`src/logic/dof_pkg.sv`:
```
// constants for the discrete output force timer block
package dof_pkg;
	// register byte offsets on the bus
	localparam logic [4:0]  REG_CTRL       = 5'h00;
	localparam logic [4:0]  REG_MIN_OFF    = 5'h04;
	localparam logic [4:0]  REG_MIN_ON     = 5'h08;
	localparam logic [4:0]  REG_DELAY      = 5'h0C;
	localparam logic [4:0]  REG_RETAIN     = 5'h10;
	localparam logic [4:0]  REG_STATUS     = 5'h14;
	// control register fields
	localparam int          CTRL_INVERT    = 0;
	localparam int          CTRL_RET_GO    = 1;
	localparam int          CTRL_DLY_GO    = 2;
	// retained force fields
	localparam int          RET_LVL_LSB    = 0;
	localparam int          RET_STATE      = 4;
	// status register fields
	localparam int          ST_OUT         = 0;
	localparam int          ST_HW          = 1;
	localparam int          ST_OFF_RUN     = 2;
	localparam int          ST_ON_RUN      = 3;
	localparam int          ST_DLY_RUN     = 4;
	localparam int          ST_HOLD        = 5;
	localparam int          ST_LVL_LSB     = 8;
	localparam int          ST_ACK         = 12;
	localparam int          ST_INSUF       = 13;
	// widths
	localparam int          SEC_W          = 12;
	localparam int          LVL_W          = 4;
	// precedence levels
	localparam logic [3:0]  LVL_NONE       = 4'h0;
	localparam logic [3:0]  LVL_LAST_HARD  = 4'h5;
	localparam logic [3:0]  LVL_LAST       = 4'hA;
	// reset values and duration limit
	localparam logic [11:0] MIN_OFF_RST    = 12'h000;
	localparam logic [11:0] MIN_ON_RST     = 12'h000;
	localparam logic [11:0] DELAY_RST      = 12'h000;
	localparam logic [11:0] SEC_MAX        = 12'hE10;
	localparam logic [31:0] RDATA_ZERO     = 32'h0000_0000;
	// timing
	localparam longint      CLK_HZ         = 10_000_000;
	localparam longint      TICK_S         = 1;
	localparam int          TICK_CYCLES    = int'(CLK_HZ * TICK_S);
	// bus handshake state
	typedef enum logic [0:0]
	{
		BUS_IDLE = 1'b0,
		BUS_DONE = 1'b1
	} dof_bus_e;
endpackage

```
`src/logic/dof_top.sv`:
```
// discrete output point: force arbitration, min on/off and delay timers, polarity
//
// Behaviour
// - levels 1 to 5 apply at once and stop min-on and min-off timers.
// - levels 6 to 10 are checked against min-off and min-on timers first.
// - qualified off-to-on with min-off expired: apply, ack, start min-on.
// - qualified turn-on while min-off runs: not-ack with insufficient priority.
// - qualified force leaving output on: apply, ack, min-on timer untouched.
// - qualified on-to-off with min-on expired: apply, ack, start min-off.
// - qualified turn-off while min-on runs: ack with insufficient priority.
// - qualified force leaving output off: apply, ack, min-off timer untouched.
// - forces skip the delay timer and stop it whenever they arrive.
// - delay cancel covers network forces and retained forces after power-up.
// - auto clears the force; output holds until algorithm changes, new force or another auto.
// - polarity normal maps 1 to on; inverted maps 1 to off.
// - min-on seconds programmable, 0 to 3600, default 0.
// - delay seconds before algorithm turn-on, also after power-up; not for forces.
`timescale 1ns/10ps
`default_nettype none
module dof_top
	import dof_pkg::*;
#(
	parameter int TICK_CYCLES_P = dof_pkg::TICK_CYCLES
)
(
	// clock and reset
	input  wire logic                        clock,
	input  wire logic                        rstn,
	// avalon-mm slave
	input  wire logic [4:0]                  avs_address,
	input  wire logic                        avs_read,
	input  wire logic                        avs_write,
	input  wire logic [31:0]                 avs_writedata,
	output logic      [31:0]                 avs_readdata,
	output logic                             avs_waitrequest,
	// control algorithm
	input  wire logic                        alg_req,
	// network command source
	input  wire logic                        force_valid,
	input  wire logic [dof_pkg::LVL_W-1:0]   force_level,
	input  wire logic                        force_state,
	input  wire logic                        auto_cmd,
	output logic                             rsp_valid,
	output logic                             rsp_ack,
	output logic                             rsp_insuf,
	// hardware output driver
	output logic                             do_out
);
	import dof_pkg::*;

	function automatic logic [SEC_W-1:0] count_down(input logic [SEC_W-1:0] c, input logic tick);
		count_down = (tick && c != '0) ? c - 12'h001 : c;
	endfunction

	function automatic logic [SEC_W-1:0] clamp_sec(input logic [31:0] d);
		clamp_sec = (d[31:12] != '0 || d[11:0] > SEC_MAX) ? SEC_MAX : d[11:0];
	endfunction

	dof_bus_e          bus_r;
	logic              invert_r;
	logic              ret_pend_r;
	logic              dly_go_r;
	logic [SEC_W-1:0]  min_off_r;
	logic [SEC_W-1:0]  min_on_r;
	logic [SEC_W-1:0]  delay_r;
	logic [LVL_W-1:0]  ret_lvl_r;
	logic              ret_state_r;
	logic [SEC_W-1:0]  off_cnt_r;
	logic [SEC_W-1:0]  on_cnt_r;
	logic [SEC_W-1:0]  dly_cnt_r;
	logic [23:0]       tick_cnt_r;
	logic              tick_r;
	logic              init_r;
	logic              alg_q_r;
	logic              out_r;
	logic [LVL_W-1:0]  lvl_r;
	logic              hold_r;
	logic              last_ack_r;
	logic              last_insuf_r;
	logic              wr_go;
	logic              rd_go;
	logic [31:0]       rdata_nxt;

	// bus handshake: one wait cycle, then the access completes
	assign wr_go = avs_write && bus_r == BUS_DONE;
	assign rd_go = avs_read && bus_r == BUS_IDLE;

	always_ff @(posedge clock or negedge rstn)
	begin
		if (!rstn)
			bus_r <= BUS_IDLE;
		else if ((avs_read || avs_write) && bus_r == BUS_IDLE)
			bus_r <= BUS_DONE;
		else
			bus_r <= BUS_IDLE;
	end

	always_ff @(posedge clock or negedge rstn)
	begin
		if (!rstn)
			avs_waitrequest <= 1'b1;
		else
			avs_waitrequest <= !((avs_read || avs_write) && bus_r == BUS_IDLE);
	end

	always_comb
	begin
		rdata_nxt = RDATA_ZERO;
		case (avs_address)
			REG_CTRL:    rdata_nxt[CTRL_INVERT] = invert_r;
			REG_MIN_OFF: rdata_nxt[SEC_W-1:0] = min_off_r;
			REG_MIN_ON:  rdata_nxt[SEC_W-1:0] = min_on_r;
			REG_DELAY:   rdata_nxt[SEC_W-1:0] = delay_r;
			REG_RETAIN:
			begin
				rdata_nxt[RET_LVL_LSB +: LVL_W] = ret_lvl_r;
				rdata_nxt[RET_STATE]            = ret_state_r;
			end
			REG_STATUS:
			begin
				rdata_nxt[ST_OUT]              = out_r;
				rdata_nxt[ST_HW]               = do_out;
				rdata_nxt[ST_OFF_RUN]          = off_cnt_r != '0;
				rdata_nxt[ST_ON_RUN]           = on_cnt_r != '0;
				rdata_nxt[ST_DLY_RUN]          = dly_cnt_r != '0;
				rdata_nxt[ST_HOLD]             = hold_r;
				rdata_nxt[ST_LVL_LSB +: LVL_W] = lvl_r;
				rdata_nxt[ST_ACK]              = last_ack_r;
				rdata_nxt[ST_INSUF]            = last_insuf_r;
			end
			default:     rdata_nxt = RDATA_ZERO;
		endcase
	end

	always_ff @(posedge clock or negedge rstn)
	begin
		if (!rstn)
			avs_readdata <= RDATA_ZERO;
		else if (rd_go)
			avs_readdata <= rdata_nxt;
	end

	// configuration registers; durations above the top of range are clamped
	always_ff @(posedge clock or negedge rstn)
	begin
		if (!rstn)
		begin
			invert_r    <= 1'b0;
			min_off_r   <= MIN_OFF_RST;
			min_on_r    <= MIN_ON_RST;
			delay_r     <= DELAY_RST;
			ret_lvl_r   <= LVL_NONE;
			ret_state_r <= 1'b0;
		end
		else if (wr_go)
		begin
			case (avs_address)
				REG_CTRL:    invert_r <= avs_writedata[CTRL_INVERT];
				REG_MIN_OFF: min_off_r <= clamp_sec(avs_writedata);
				REG_MIN_ON:  min_on_r <= clamp_sec(avs_writedata);
				REG_DELAY:   delay_r <= clamp_sec(avs_writedata);
				REG_RETAIN:
				begin
					ret_lvl_r   <= avs_writedata[RET_LVL_LSB +: LVL_W];
					ret_state_r <= avs_writedata[RET_STATE];
				end
				default:     invert_r <= invert_r;
			endcase
		end
	end

	// one-second tick
	always_ff @(posedge clock or negedge rstn)
	begin
		if (!rstn)
		begin
			tick_cnt_r <= '0;
			tick_r     <= 1'b0;
		end
		else if (tick_cnt_r == 24'(TICK_CYCLES_P - 1))
		begin
			tick_cnt_r <= '0;
			tick_r     <= 1'b1;
		end
		else
		begin
			tick_cnt_r <= tick_cnt_r + 24'h00_0001;
			tick_r     <= 1'b0;
		end
	end

	// force evaluation
	logic             evt_force;
	logic [LVL_W-1:0] evt_lvl;
	logic             evt_state;
	logic             out_nxt;
	logic [LVL_W-1:0] lvl_nxt;
	logic             hold_nxt;
	logic             start_on;
	logic             start_off;
	logic             stop_min;
	logic             ack_nxt;
	logic             insuf_nxt;
	logic             alg_edge;
	logic             dly_load;

	// a network force this cycle takes the slot; a retained one waits until force_valid is low
	assign evt_force = force_valid || ret_pend_r;
	assign evt_lvl   = force_valid ? force_level : ret_lvl_r;
	assign evt_state = force_valid ? force_state : ret_state_r;
	assign alg_edge  = alg_req != alg_q_r;
	assign dly_load  = dly_go_r || (alg_req && !alg_q_r);

	always_comb
	begin
		out_nxt   = out_r;
		lvl_nxt   = lvl_r;
		hold_nxt  = hold_r && !alg_edge;
		start_on  = 1'b0;
		start_off = 1'b0;
		stop_min  = 1'b0;
		ack_nxt   = 1'b0;
		insuf_nxt = 1'b0;
		if (evt_force)
		begin
			hold_nxt = 1'b0;
			if (evt_lvl == LVL_NONE || evt_lvl > LVL_LAST)
			begin
				ack_nxt = 1'b0;
			end
			else if (lvl_r != LVL_NONE && evt_lvl > lvl_r)
			begin
				insuf_nxt = 1'b1;
			end
			else if (evt_lvl <= LVL_LAST_HARD)
			begin
				out_nxt  = evt_state;
				lvl_nxt  = evt_lvl;
				stop_min = 1'b1;
				ack_nxt  = 1'b1;
			end
			else if (evt_state && !out_r)
			begin
				if (off_cnt_r == '0)
				begin
					out_nxt  = 1'b1;
					lvl_nxt  = evt_lvl;
					start_on = 1'b1;
					ack_nxt  = 1'b1;
				end
				else
					insuf_nxt = 1'b1;
			end
			else if (evt_state)
			begin
				lvl_nxt = evt_lvl;
				ack_nxt = 1'b1;
			end
			else if (out_r)
			begin
				if (on_cnt_r == '0)
				begin
					out_nxt   = 1'b0;
					lvl_nxt   = evt_lvl;
					start_off = 1'b1;
					ack_nxt   = 1'b1;
				end
				else
				begin
					ack_nxt   = 1'b1;
					insuf_nxt = 1'b1;
				end
			end
			else
			begin
				lvl_nxt = evt_lvl;
				ack_nxt = 1'b1;
			end
		end
		else if (auto_cmd)
		begin
			lvl_nxt  = LVL_NONE;
			hold_nxt = lvl_r != LVL_NONE;
		end
		else if (lvl_r == LVL_NONE && !hold_r)
		begin
			// the delay counter loads on this same edge, so a fresh request must not slip past it
			if (alg_req && !out_r && off_cnt_r == '0 && dly_cnt_r == '0 && !init_r
				&& !(dly_load && delay_r != '0))
			begin
				out_nxt  = 1'b1;
				start_on = 1'b1;
			end
			else if (!alg_req && out_r && on_cnt_r == '0)
			begin
				out_nxt   = 1'b0;
				start_off = 1'b1;
			end
		end
	end

	always_ff @(posedge clock or negedge rstn)
	begin
		if (!rstn)
		begin
			out_r   <= 1'b0;
			lvl_r   <= LVL_NONE;
			hold_r  <= 1'b0;
			alg_q_r <= 1'b0;
			do_out  <= 1'b0;
		end
		else
		begin
			out_r   <= out_nxt;
			lvl_r   <= lvl_nxt;
			hold_r  <= hold_nxt;
			alg_q_r <= alg_req;
			do_out  <= out_nxt ^ invert_r;
		end
	end

	// retained force is replayed after a power-up by software through the control register
	always_ff @(posedge clock or negedge rstn)
	begin
		if (!rstn)
		begin
			ret_pend_r <= 1'b0;
			dly_go_r   <= 1'b0;
		end
		else
		begin
			ret_pend_r <= (wr_go && avs_address == REG_CTRL && avs_writedata[CTRL_RET_GO])
				|| (ret_pend_r && force_valid);
			dly_go_r   <= wr_go && avs_address == REG_CTRL && avs_writedata[CTRL_DLY_GO];
		end
	end

	// response strobe, one cycle after evaluation
	always_ff @(posedge clock or negedge rstn)
	begin
		if (!rstn)
		begin
			rsp_valid    <= 1'b0;
			rsp_ack      <= 1'b0;
			rsp_insuf    <= 1'b0;
			last_ack_r   <= 1'b0;
			last_insuf_r <= 1'b0;
		end
		else
		begin
			rsp_valid <= force_valid;
			rsp_ack   <= force_valid && ack_nxt;
			rsp_insuf <= force_valid && insuf_nxt;
			if (evt_force)
			begin
				last_ack_r   <= ack_nxt;
				last_insuf_r <= insuf_nxt;
			end
		end
	end

	// timers; a zero duration loads zero, which reads as expired
	always_ff @(posedge clock or negedge rstn)
	begin
		if (!rstn)
		begin
			off_cnt_r <= '0;
			on_cnt_r  <= '0;
		end
		else if (stop_min)
		begin
			off_cnt_r <= '0;
			on_cnt_r  <= '0;
		end
		else
		begin
			off_cnt_r <= start_off ? min_off_r : count_down(off_cnt_r, tick_r);
			on_cnt_r  <= start_on ? min_on_r : count_down(on_cnt_r, tick_r);
		end
	end

	// delay restarts at power-up and on each algorithm turn-on request; any force stops it
	always_ff @(posedge clock or negedge rstn)
	begin
		if (!rstn)
		begin
			dly_cnt_r <= '0;
			init_r    <= 1'b1;
		end
		else
		begin
			init_r <= 1'b0;
			if (evt_force)
				dly_cnt_r <= '0;
			else if (init_r || dly_load)
				dly_cnt_r <= delay_r;
			else
				dly_cnt_r <= count_down(dly_cnt_r, tick_r);
		end
	end
endmodule
`default_nettype wire

```
`config.mk`:
```
export PLATFORM = sky130hd
export DESIGN_NAME = dof_top
export DESIGN_NICKNAME = d
export VERILOG_FILES = /design/src/logic/dof_pkg.sv /design/src/logic/dof_top.sv
export SDC_FILE = /design/constraint.sdc
export NUM_CORES = 1
export LEC_CHECK = 0
export BUFFER_PORTS_ARGS = -buffer_cell sky130_fd_sc_hd__buf_2
export CAP_MARGIN = 5
export CORE_AREA = 2 2 137 139
export CTS_CLUSTER_SIZE = 24
export DETAILED_ROUTE_END_ITERATION = 8
export DIE_AREA = 0 0 139 141
export PLACE_DENSITY = 0.69
export SYNTH_ARGS = -nofsm -noshare
export SYNTH_HDL_FRONTEND = slang
export SYNTH_SLANG_ARGS = --single-unit
```
`constraint.sdc`:
```
create_clock -name clock -period 2.4 [get_ports clock]
set_clock_uncertainty 0.1 [all_clocks]
set_input_delay 0.36 -clock clock [delete_from_list [all_inputs] [get_ports clock]]
set_output_delay 0.36 -clock clock [all_outputs]
set_load 0.02 [all_outputs]
```
* Word-level counts from Yosys, hierarchy flattened *
Index checks and enable logic that the tools add are counted.

storage, ports and cells
  bits in registers = 135
  word-level logic and storage cells = 193

operators by class
  add/sub/neg operators = 4
  magnitude comparators = 4
  equal/unequal tests = 11
  mux-type cells = 83
  bitwise gates (word level) = 2
  reductions and logical operators = 62

operators by type and width
  kind                                                                   count
  12-bit two-way mux                                                     10
  1-bit two-way mux                                                      55
  12-bit nonzero test                                                    4
  4-bit two-way mux                                                      11
  12-bit logical NOT                                                     3
  12-bit by 1-bit subtractor with 12-bit output, second input constant   3
  1-bit logical AND                                                      25
  24-bit by 1-bit adder with 24-bit output, second input constant        1
  24-bit equality test, second input constant                            1
  24-bit two-way mux                                                     1
  4-bit case mux with 5 select lines                                     1
  20-bit nonzero test                                                    1
  4-bit case mux with 4 select lines                                     1
  12-bit greater-than comparator, second input constant                  1
  5-bit by 4-bit equality test with 1-bit output, second input constant  2
  5-bit equality test, second input constant                             2
  2-bit AND reduction                                                    5
  3-bit nonzero test                                                     3
  1-bit logical NOT                                                      8
  4-bit logical NOT                                                      2
  1-bit logical OR                                                       7
  6-bit by 2-bit != test with 1-bit output, second input constant        1
  1-bit case mux with 6 select lines                                     1
  2-bit case mux with 3 select lines                                     1
  15 further kinds                                                       16

* Logic depth before layout (Yosys ltp) *
Gate-level depths: netlist of run 1.

  depth after elaboration = 12
  depth in mapped cells = 11
  gate-level depth less buffers = 9

* Worst setup path before layout of run 1 *
Ideal clock, no wire load.

  path type = input port to flip-flop
  start point = input force_valid
  end point = register on_cnt_r[10]
  arrival time = 2.222 ns
  data required time = 2.177 ns
  slack = -0.045 ns
  cell stages on the path = 11
  buffers on the path = 2
  cells stage by stage = buf_6 > mux2i_1 > inv_1 > ha_1 > nor2b_1 > o211ai_1 > a21o_1 > nand2_2 > nor3_4 > buf_4 > nor3_1

on the way
  cells in the longest elaborated chain, start to end = 9
  elaborated cells between the ends (all ways) = 22
  those cells by class = order compare (3); mux (13); reduce/logical (6)

RTL lines
  what                                                                                               RTL line        RTL
  start, declared                                                                                    dof_top.sv:39   input wire logic force_valid,
  branches (longest 9 deep; another with 4-bit by 3-bit less-or-equal comparator with 1-bit output)  -
  end signal, assigned                                                                               dof_top.sv:378  on_cnt_r <= start_on ? min_on_r : count_down(on_cnt_r, tick_r);
  end, declared                                                                                      dof_top.sv:69   logic [SEC_W-1:0] on_cnt_r;

Several ways; the timed one is not identified.
A chain may end at the register's enable or synchronous reset.

* Worst setup path in the final report of run 1 *
  start point = register ret_lvl_r[2]
  end point = register off_cnt_r[1]

on the way
  cells in the longest elaborated chain, start to end = 8
  elaborated cells between the ends (all ways) = 18
  those cells by class = order compare (3); mux (11); reduce/logical (4)

RTL lines
  what                                                                                                               RTL line                        RTL
  start, declared                                                                                                    dof_top.sv:66                   logic [LVL_W-1:0] ret_lvl_r;
  start signal, assigned                                                                                             dof_top.sv:164                  ret_lvl_r <= avs_writedata[RET_LVL_LSB +: LVL_W];
  4-bit two-way mux *                                                                                                dof_top.sv:209                  assign evt_lvl = force_valid ? force_level : ret_lvl_r;
  4-bit by 3-bit less-or-equal comparator with 1-bit output / 4-bit greater-than comparator (equally long branches)  dof_top.sv:235, dof_top.sv:231
  1-bit two-way mux / 1-bit logical AND (equally long branches)                                                      dof_top.sv:235, dof_top.sv:231
  1-bit two-way mux                                                                                                  dof_top.sv:231                  else if (lvl_r != LVL_NONE && evt_lvl > lvl_r)
  1-bit two-way mux                                                                                                  dof_top.sv:227                  if (evt_lvl == LVL_NONE || evt_lvl > LVL_LAST)
  1-bit two-way mux                                                                                                  dof_top.sv:224                  if (evt_force)
  12-bit two-way mux                                                                                                 dof_top.sv:377                  off_cnt_r <= start_off ? min_off_r : count_down(off_cnt_r, tick_r);
  12-bit two-way mux                                                                                                 dof_top.sv:370                  else if (stop_min)
  end signal, assigned                                                                                               dof_top.sv:377
  end, declared                                                                                                      dof_top.sv:68                   logic [SEC_W-1:0] off_cnt_r;

Mark *: on every way between the ends. The rest lies on a longest branch, timed or not.

==> results of run 1 <==
[final cells by class]
type	count	area share
Multi-Input combinational cell	558	0.409
Sequential cell	135	0.381
Timing Repair Buffer	132	0.101
Clock buffer	19	0.0499
Tap cell	234	0.0330
Clock inverter	13	0.0193
Inverter	18	0.00761
[stage by stage]
step | setup slack, ps | hold slack (ps) | power, mW | utilization | cell area [sq um]
2_1_floorplan | -27.0 | -35.6 | 4.14 | - | 7240
3_3_place_gp | -110 | 264 | 4.92 | 0.445 | 8120
3_5_place_dp | -196 | 271 | 4.97 | 0.445 | 8120
4_1_cts | 29.2 | 110 | 7.75 | 0.481 | 8780
5_1_grt | -62.7 | 117 | 8.26 | 0.486 | 8880
6_report | 51.5 | 122 | 7.90 | 0.486 | 8880
[synth_stat cells (4+ instances only)]
cell | instances | area, sq um
a211oi_1 | 7 | 52.6
a211oi_2 | 10 | 125
a21oi_1 | 26 | 130
and2_1 | 4 | 25.0
and3_1 | 7 | 43.8
and4_1 | 4 | 35.0
buf_2 | 5 | 25.0
buf_4 | 20 | 150
clkbuf_1 | 22 | 82.6
dfrtp_1 | 133 | 3330
ha_1 | 10 | 125
inv_1 | 18 | 67.6
mux2_2 | 8 | 90.1
mux2i_1 | 32 | 320
nand2_1 | 85 | 319
nand2b_1 | 4 | 25.0
nand3_1 | 33 | 165
nand4_1 | 12 | 75.1
nand4b_1 | 4 | 35.0
nor2_1 | 69 | 259
nor2b_1 | 7 | 43.8
nor3_1 | 34 | 170
nor4_1 | 16 | 100
nor4b_1 | 4 | 35.0
o21a_1 | 5 | 37.5
o21ai_0 | 51 | 255
o21ai_1 | 5 | 25.0
o221ai_1 | 5 | 43.8
xnor2_1 | 29 | 254
xor2_1 | 23 | 201
[sequential cells by signal, summed over array words and instances, names as in the netlist, 4 cells and up]
| signal | count |
|---|---|
| min_on_r | 12 |
| tick_cnt_r | 24 |
| off_cnt_r | 12 |
| ret_lvl_r | 4 |
| delay_r | 12 |
| on_cnt_r | 12 |
| dly_cnt_r | 12 |
| avs_readdata | 14 |
| min_off_r | 12 |
| lvl_r | 4 |
[logic make-up (layout without fill, tap and decap cells)]
| family | Yosys count | in the layout | share of synthesized area |
|---|---|---|---|
| buf+inv | 69 | 182 | 0.0496 |
| compound gates | 135 | 135 | 0.128 |
| mux | 40 | 40 | 0.0572 |
| other cells | 1 | 19 | 0.000523 |
| xor+xnor | 52 | 52 | 0.0635 |
| flops | 135 | 135 | 0.472 |
| fa+ha+maj | 10 | 10 | 0.0175 |
| simple gates | 302 | 302 | 0.212 |
[worst max-delay path, stage by stage (launching register included)]
cell and delay [ps]:
dfrtp_2 450, mux2i_2 180, inv_1 60, ha_1 310, a41o_1 220, a21o_4 240
a41oi_2 220, buf_12 200, mux2i_1 190, nor2_1 60
[layout by cell type, fill, tap and decap left out, types with 8 or more instances in the layout]
cell,Yosys,routed
o21ai_0,51,51
conb_1,1,19
dfrtp_1,133,132
inv_1,18,18
ha_1,10,8
buf_2,5,66
nand4_1,12,12
nand3_1,33,33
buf_4,20,58
nor4_1,16,15
mux2i_1,32,29
nor2_1,69,69
a211oi_2,10,11
clkbuf_16,0,17
a21oi_1,26,25
xor2_1,23,23
nor3_1,34,33
xnor2_1,29,29
nand2_1,85,85
mux2_2,8,8
[what timing repair did]
item	in CTS	in global routing
setup buffers	0	1
hold endpoints to repair	53	0
hold buffers	2	0
resized for setup	3	18
pin swaps	1	5
endpoints found under the setup margin	17	31
[power groups by stage]
stage	combinational [mW]	clock [mW]	sequential (mW)
after detailed placement	2.06	0	2.91
after CTS	2.13	2.75	2.88
after floorplan	1.28	0	2.86
final	2.29	2.71	2.90
after global routing	2.49	2.84	2.93
after global placement	2.02	0	2.90
[metal layers]
| metal | wire [microns] | share of wire |
|---|---|---|
| met1 | 8670 | 0.45 |
| met2 | 9090 | 0.47 |
| met3 | 1070 | 0.056 |
| met4 | 376 | 0.020 |
| met5 | 0 | 0 |
[how the worst min path moves through the flow]
stage	from	end	slack, ps
5_1_grt	avs_writedata[0]	ret_lvl_r[0]	120
3_5_place_dp	rstn	alg_q_r	270
4_1_cts	avs_writedata[0]	invert_r	110
2_1_floorplan	rstn	alg_q_r	-40
3_3_place_gp	rstn	rsp_ack	260
6_report	avs_writedata[0]	invert_r	120
==> flow_metrics.py, run 1 <==
metrics = {
    "setup_path": {
        "critPathArrivalTime_ps": 2560,
        "r2r_end": "off_cnt_r[1]",
        "r2r_cells": 9,
        "cp_max_fo": 20,
        "cp-start-kind": "register",
        "worstSetupEndpointType": "register",
        "critical_path_class": "register to register",
        "critPathLaunch": "ret_lvl_r[2]",
        "cp.required_ps": 2610,
        "endpoint": "off_cnt_r[1]",
        "regToRegStartpoint": "ret_lvl_r[2]",
        "r2r_slack_ps": 50,
    },
    "synthesis": {
        "synth_edf_count": 0,
        "syn_area_per_cell_sq_um": 9.64,
        "synth_cell_types": 66,
        "synthesis.instances": 744,
        "synth_area_sq_um": 7170,
        "synth_top_flop_cell": "dfrtp_1",
        "ys_ff_latch": 135,
        "synthArstFlopShare": 1.00,
        "yosysSeqAreaShare": 0.472,
        "yosysWarningCount": 0,
    },
    "power_and_ir_drop": {
        "p_clk_frac": 0.343,
        "cellInternalPower_mw": 5.31,
        "switching_share": 0.329,
        "p_sw_mw": 2.60,
        "power_leakage_nw": 4.00,
        "p_comb_frac": 0.290,
        "worst_ir_drop_vdd_mv": 0.471,
        "p_per_area_nw_per_um2": 890,
        "seq_power_share": 0.367,
    },
    "sta": {
        "final_max_slew_viol_count": 0,
        "hold_violations": 0,
        "finalCritPeriodShare": 0.979,
        "tightest_slew_ps": 537,
        "rsz0062_at_grt": "true",
        "max_freq_ghz": 0.426,
        "setup_viol": 0,
        "relSlewSlack": 0.633,
        "finalCriticalPeriod_ps": 2350,
        "fin_setup_tns_ps": 0,
    },
    "global_routing": {
        "use_met3": 0.0380,
        "grt_max_degree": 57,
        "grt_pass1_vias": 5869,
        "grt_pass1_wl_microns": 30600,
        "busiest_layer": "met2",
        "grt_util_met2": 0.316,
        "grt_usage": 0.197,
        "antenna_found_initial": 0,
        "overflow": 0,
        "grtUsageMet1": 0.271,
    },
    "die": {
        "die_h_microns": 141,
        "start_util": 0.392,
        "dieArea_sq_um": 19600,
        "core-area_sq_um": 18300,
        "boundaryPins": 86,
        "die_x_microns": 139,
        "row_count": 50,
    },
    "cells_and_area": {
        "seq_area_sq_um": 3380,
        "multi_input_area_sq_um": 3630,
        "finalNonFillerCells": 1109,
        "n_fill_cell": 1681,
        "nNetsFinal": 921,
        "diodes": 0,
        "drive_gt1_frac": 0.246,
        "syn2layout_area_growth_pct": 23.9,
    },
    "routing": {
        "detail_route.first_pass.iterations": 5,
        "ant_nets": 0,
        "drtIter0Drc": 518,
        "drt-total-wl_microns": 19200,
        "drc_errors": 0,
        "wire_per_inst_microns": 17.3,
        "dr_total_vias": 5993,
        "vias_per_cell": 5.40,
    },
    "clock_tree": {
        "htreeDepth": 4,
        "cts_tree": "done",
        "clock_latency_ps": 430,
        "clockBufferDepth": 2,
        "cts.clk_slew.worst_paths_ps": 60,
        "cts_root_buffer": "clkbuf_16",
        "cts_sinks": 135,
        "cts_inserted_buffers": 17,
    },
    "min_path": {
        "hold_class": "primary input to register",
        "hold_depth": 2,
    },
    "place": {
        "port_buffers": 67,
        "gp_congestion": 0.861,
        "placed_cells": 1074,
        "dp_hpwl_microns": 13800,
    },
    "run": {
        "maxCapViolations": 0,
    },
    "outcome": {
        "outcome": "finished clean",
    },
}
(Power assumes the default switching activity.)
==> run 2, diff against run 1 <==
- PLACE_DENSITY: 0.69 -> unset
==> run 2 against run 1 <==
Routed wire length increased by 3.7%. Worst hold slack improved by 8.9 ps. Clock power decreased by 6%. First-iteration DRC count decreased by 33%. Largest power group unchanged.
==> flow_metrics.py, run 2 (synthesis results as in run 1) <==
metrics = {
    "power_and_ir_drop": {
        "switching_share": 0.324,
        "cellInternalPower_mw": 5.47,
        "power_mw": 8.09,
        "p_clk_frac": 0.316,
        "p_sw_mw": 2.62,
        "p_comb_frac": 0.327,
        "p_per_area_nw_per_um2": 878,
        "power_leakage_nw": 4.16,
        "worst_ir_drop_vdd_mv": 0.534,
        "seq_power_share": 0.358,
    },
    "clock_tree": {
        "cts_tree": "done",
        "cts_root_buffer": "clkbuf_16",
        "htreeDepth": 4,
        "clockBufferDepth": 2,
        "clock_latency_ps": 430,
        "cts_sinks": 135,
        "cts_inserted_buffers": 17,
        "cts.clk_slew.worst_paths_ps": 60,
    },
    "run": {
        "maxCapViolations": 0,
    },
    "sta": {
        "final_max_slew_viol_count": 0,
        "setup_viol": 0,
        "holdWs_ps": 131,
        "relSlewSlack": 0.585,
        "rsz0062_at_grt": "true",
        "fin_setup_tns_ps": 0,
        "hold_violations": 0,
        "finalCritPeriodShare": 0.987,
        "tightest_slew_ps": 623,
        "max_freq_ghz": 0.422,
        "finalCriticalPeriod_ps": 2370,
    },
    "place": {
        "place_area_sq_um": 8180,
        "dp_hpwl_microns": 14600,
        "gp_congestion": 0.871,
        "port_buffers": 67,
    },
    "setup_path": {
        "critPathMaxStageDelay_ps": 460,
        "cp_max_fo": 5,
        "cp.required_ps": 2640,
        "path_cells": "nor4_1 > buf_4 > nand4b_1 > nor3_4 > a41oi_4 > buf_12 > buf_16 > buf_4 > a211oi_2",
        "critPathArrivalTime_ps": 2610,
        "cp-start-kind": "register",
        "critical_path_class": "register to register",
        "worst_path_max_delay_cell": "dfrtp_1",
        "worstSetupEndpointType": "register",
        "crit_top_cell": "buf_4",
    },
    "cells_and_area": {
        "finish.utilization": 0.504,
        "final_cell_mix": "dfrtp_1 (133), nand2_1 (85), buf_4 (74)",
        "seq_area_sq_um": 3380,
        "multi_input_area_sq_um": 3710,
        "fin_area_sq_um": 9210,
        "n_fill_cell": 1682,
        "drive_gt1_frac": 0.276,
        "syn2layout_area_growth_pct": 28.5,
        "diodes": 0,
        "reg_top3": "tick_cnt_r: 24 flops, avs_readdata: 14 flops",
        "nNetsFinal": 948,
        "regMostFlops": "tick_cnt_r",
        "largest_reg_flops": 24,
        "final_common_cell": "dfrtp_1",
    },
    "die": {
        "dieArea_sq_um": 19600,
        "boundaryPins": 86,
        "start_util": 0.392,
        "die_x_microns": 139,
        "core-area_sq_um": 18300,
        "die_h_microns": 141,
        "row_count": 50,
    },
    "routing": {
        "wire_per_inst_microns": 17.5,
        "ant_nets": 0,
        "detail_route.first_pass.iterations": 5,
        "drtIter0Drc": 348,
        "drt-total-wl_microns": 19900,
        "vias_per_cell": 5.30,
        "dr_total_vias": 6013,
        "drc_errors": 0,
    },
    "outcome": {
        "outcome": "finished clean",
    },
    "min_path": {
        "hold_class": "primary input to register",
    },
    "global_routing": {
        "grt_pass1_wl_microns": 31500,
        "grt_usage": 0.207,
        "grt_max_degree": 63,
        "antenna_found_initial": 0,
        "grt_pass1_vias": 5814,
        "overflow": 0,
    },
}
[run 2: cell types whose count changed in the layout (fill, tap and decap cells not counted), sizes merged]
cell	before	now
buf	130	156
inv	21	18
clkbuf	19	24
clkinv	6	3
clkinvlp	1	3
bufinv	3	2
[run 2: path summary, 6_finish.rpt]
kind	startpoint	to	slack, ps	cells after the start
max reg2reg	lvl_r[2]	off_cnt_r[8]	30	9
max in group asynchronous	rstn	init_r	1130	3
max	lvl_r[2]	off_cnt_r[8]	30	9
min in group asynchronous	rstn	rsp_ack	400	2
min reg2reg	avs_readdata[12]	avs_readdata[12]	370	2
min	avs_writedata[3]	ret_lvl_r[3]	130	2
[run 2: layout make-up]
class	instances	share of cell area
Sequential cell	135	0.367
Clock buffer	23	0.0519
Timing Repair Buffer	159	0.129
Clock inverter	8	0.0106
Tap cell	234	0.0318
Multi-Input combinational cell	558	0.402
Inverter	18	0.00733
[run 2: repair_timing]
action | CTS | global route
hold buffers | 2 | 0
gates cloned | 2 | 2
pin swaps | 11 | 18
resized for setup | 9 | 40
setup endpoints to repair | 18 | 33
endpoints found under the hold margin | 60 | 0
buffers inserted | 9 | 8
[run 2: power groups by stage]
| stage | Sequential (mW) | Combinational (mW) | Clock, mW |
|---|---|---|---|
| 6_report | 2.89 | 2.64 | 2.55 |
| 5_1_grt | 2.92 | 2.84 | 2.71 |
| 4_1_cts | 2.88 | 2.40 | 2.59 |
| 3_5_place_dp | 2.91 | 2.16 | 0 |
| 3_3_place_gp | 2.91 | 2.13 | 0 |
| 2_1_floorplan | 2.86 | 1.28 | 0 |
[run 2: per-layer routing]
metal | GRT usage | up-vias | part of all wire | wire [microns]
met3 | 0.0442 | 24 | 0.047 | 938
met1 | 0.288 | 2930 | 0.47 | 9270
met4 | 0.0617 | 0 | 0.016 | 324
met5 | 0 | - | 0 | 0
li1 | - | 2900 | - | -
met2 | 0.328 | 159 | 0.47 | 9380
[run 2: worst max-delay path: cells and delay by family (launching register included)]
family | cells | cell delay (ps)
and+or+nand+nor | 3 | 830
buffers and inverters | 4 | 650
DFF | 1 | 460
AOI/OAI and AO/OA | 2 | 240
[run 2: through the flow]
stage / std cells / worst slack (ps)
detailed placement: 1082 / -271
global placement: 1082 / -196
CTS: 1126 / 0.576
floorplan: 762 / -27.0
global route: 1135 / -55.7
finish: 1135 / 31.4
==> run 3, diff against run 2 <==
- CTS_BUF_LIST: unset -> sky130_fd_sc_hd__clkbuf_4
==> run 3 against run 2 <==
The run now ends with setup timing left. Routed wire length decreased by 1.5%. Fmax decreased by 2.0%. Critical endpoint is now do_out. Total power decreased by 13%.
==> flow_metrics.py, run 3 (synthesis results as in run 1) <==
metrics = {
    "outcome": {
        "outcome": "finished, violations left",
        "violations": "setup timing",
    },
    "routing": {
        "dr_total_vias": 5969,
        "vias_per_cell": 5.23,
        "ant_nets": 0,
        "drtIter0Drc": 329,
        "detail_route.first_pass.iterations": 4,
        "wire_per_inst_microns": 17.2,
        "drt-total-wl_microns": 19600,
        "drc_errors": 0,
    },
    "die": {
        "die_x_microns": 139,
        "start_util": 0.392,
        "dieArea_sq_um": 19600,
        "boundaryPins": 86,
        "core-area_sq_um": 18300,
        "die_h_microns": 141,
        "row_count": 50,
    },
    "cells_and_area": {
        "n_fill_cell": 1731,
        "drive_gt1_frac": 0.266,
        "regMostFlops": "tick_cnt_r",
        "final_common_cell": "dfrtp_1",
        "final_cell_mix": "dfrtp_1 (133), nand2_1 (85), buf_4 (74)",
        "nNetsFinal": 953,
        "syn2layout_area_growth_pct": 24.2,
        "largest_reg_flops": 24,
        "reg_top3": "tick_cnt_r: 24 flops, avs_readdata: 14 flops",
    },
    "global_routing": {
        "overflow": 0,
        "antenna_found_initial": 1,
        "grt_usage": 0.206,
        "grt_pass1_vias": 5824,
        "grt_pass1_wl_microns": 31300,
        "grt_max_degree": 63,
    },
    "clock_tree": {
        "cts_root_buffer": "clkbuf_4",
        "cts_inserted_buffers": 17,
        "cts_tree": "done",
        "cts.clk_slew.worst_paths_ps": 110,
        "htreeDepth": 4,
        "clockBufferDepth": 2,
        "clock_latency_ps": 560,
        "cts_sinks": 135,
    },
    "place": {
        "dp_hpwl_microns": 14600,
        "dpl_worst_slack_ps": -271,
        "port_buffers": 67,
        "gp_congestion": 0.871,
    },
    "min_path": {
        "hold_class": "primary input to register",
    },
    "sta": {
        "setup_ws_ps": -18.1,
        "hold_violations": 0,
        "max_freq_ghz": 0.414,
        "finalCritPeriodShare": 1.01,
        "relSlewSlack": 0.591,
        "final_max_slew_viol_count": 0,
        "setup_viol": 2,
        "fin_setup_tns_ps": -21.3,
        "tightest_slew_ps": 599,
        "finalCriticalPeriod_ps": 2420,
        "rsz0062_at_grt": "true",
    },
    "run": {
        "maxCapViolations": 0,
    },
    "setup_path": {
        "cp.required_ps": 2800,
        "worstSetupEndpointType": "register",
        "cp-start-kind": "register",
        "critPathArrivalTime_ps": 2810,
        "critical_path_class": "register to register",
        "cp_max_fo": 5,
    },
    "power_and_ir_drop": {
        "p_per_area_nw_per_um2": 789,
        "worst_ir_drop_vdd_mv": 0.472,
        "power_leakage_nw": 4.03,
    },
}
## run 3: cell types whose count changed in the layout (fill, tap and decap cells not counted), sizes merged
cell         delta
buf             -1
clkbuf          -3
clkinv          +3
diode           +1
dlygate4sd3     +6
## run 3: path summary, 6_finish.rpt
check | from | endpoint | slack, ps | depth (start not counted)
max | ret_lvl_r[1] | do_out | -20 | 10
min | avs_writedata[11] | min_on_r[11] | 40 | 3
max reg2reg | ret_lvl_r[1] | do_out | -20 | 10
min reg2reg | avs_readdata[12] | avs_readdata[12] | 390 | 2
max in group asynchronous | rstn | init_r | 1280 | 3
min in group asynchronous | rstn | rsp_ack | 250 | 2
## run 3: power breakdown
| part | switching, mW | internal (mW) | leakage [nW] |
|---|---|---|---|
| logic | 1.34 | 1.34 | 2.09 |
| registers | 0.320 | 2.56 | 1.80 |
| clock network | 0.820 | 0.629 | 0.137 |
| total | 2.48 | 4.54 | 4.03 |
## run 3: metal layers
layer	vias up	GRT usage	share of wire
met3	32	0.0435	0.051
met2	149	0.323	0.47
met1	2877	0.285	0.46
li1	2911	-	-
met5	-	0	0
met4	0	0.0691	0.019
## run 3: repair_timing
item / CTS / global route
hold buffers: 5 / 3
endpoints found under the hold margin: 63 / 4
endpoints found under the setup margin: 23 / 34
gates cloned: 2 / 1
pin swaps: 12 / 12
resized for setup: 10 / 27
buffers inserted: 8 / 10
## run 3: cell type report
type / instances / area (sq um) / area share
diodes: 1 / 2.50 / 0.000281
clock buffers: 20 / 150 / 0.0169
clock inverters: 11 / 109 / 0.0122
flip-flops and latches: 135 / 3380 / 0.380
multi-input cells: 558 / 3660 / 0.411
repair buffers: 164 / 1240 / 0.139
well taps: 234 / 293 / 0.0329
inverters: 18 / 67.6 / 0.00759
## run 3: metrics by stage
step,hold WS (ps),instances,utilization,instance area (sq um),total power [mW]
5_1_grt,17.0,1141,0.487,8900,7.43
4_1_cts,3.09,1128,0.474,8660,6.76
3_3_place_gp,295,1082,0.448,8180,5.04
6_report,37.1,1141,0.487,8900,7.02
3_5_place_dp,297,1082,0.448,8180,5.07
2_1_floorplan,-35.6,762,-,7240,4.14
## run 3: critical path, stage by stage (launching register included)
cell and delay [ps]:
dfrtp_1 410, mux2i_2 200, inv_2 70, ha_4 270, nor2b_4 120, o211ai_1 120
a21o_4 260, buf_4 140, a31o_2 240, a221oi_4 260, xor2_1 160
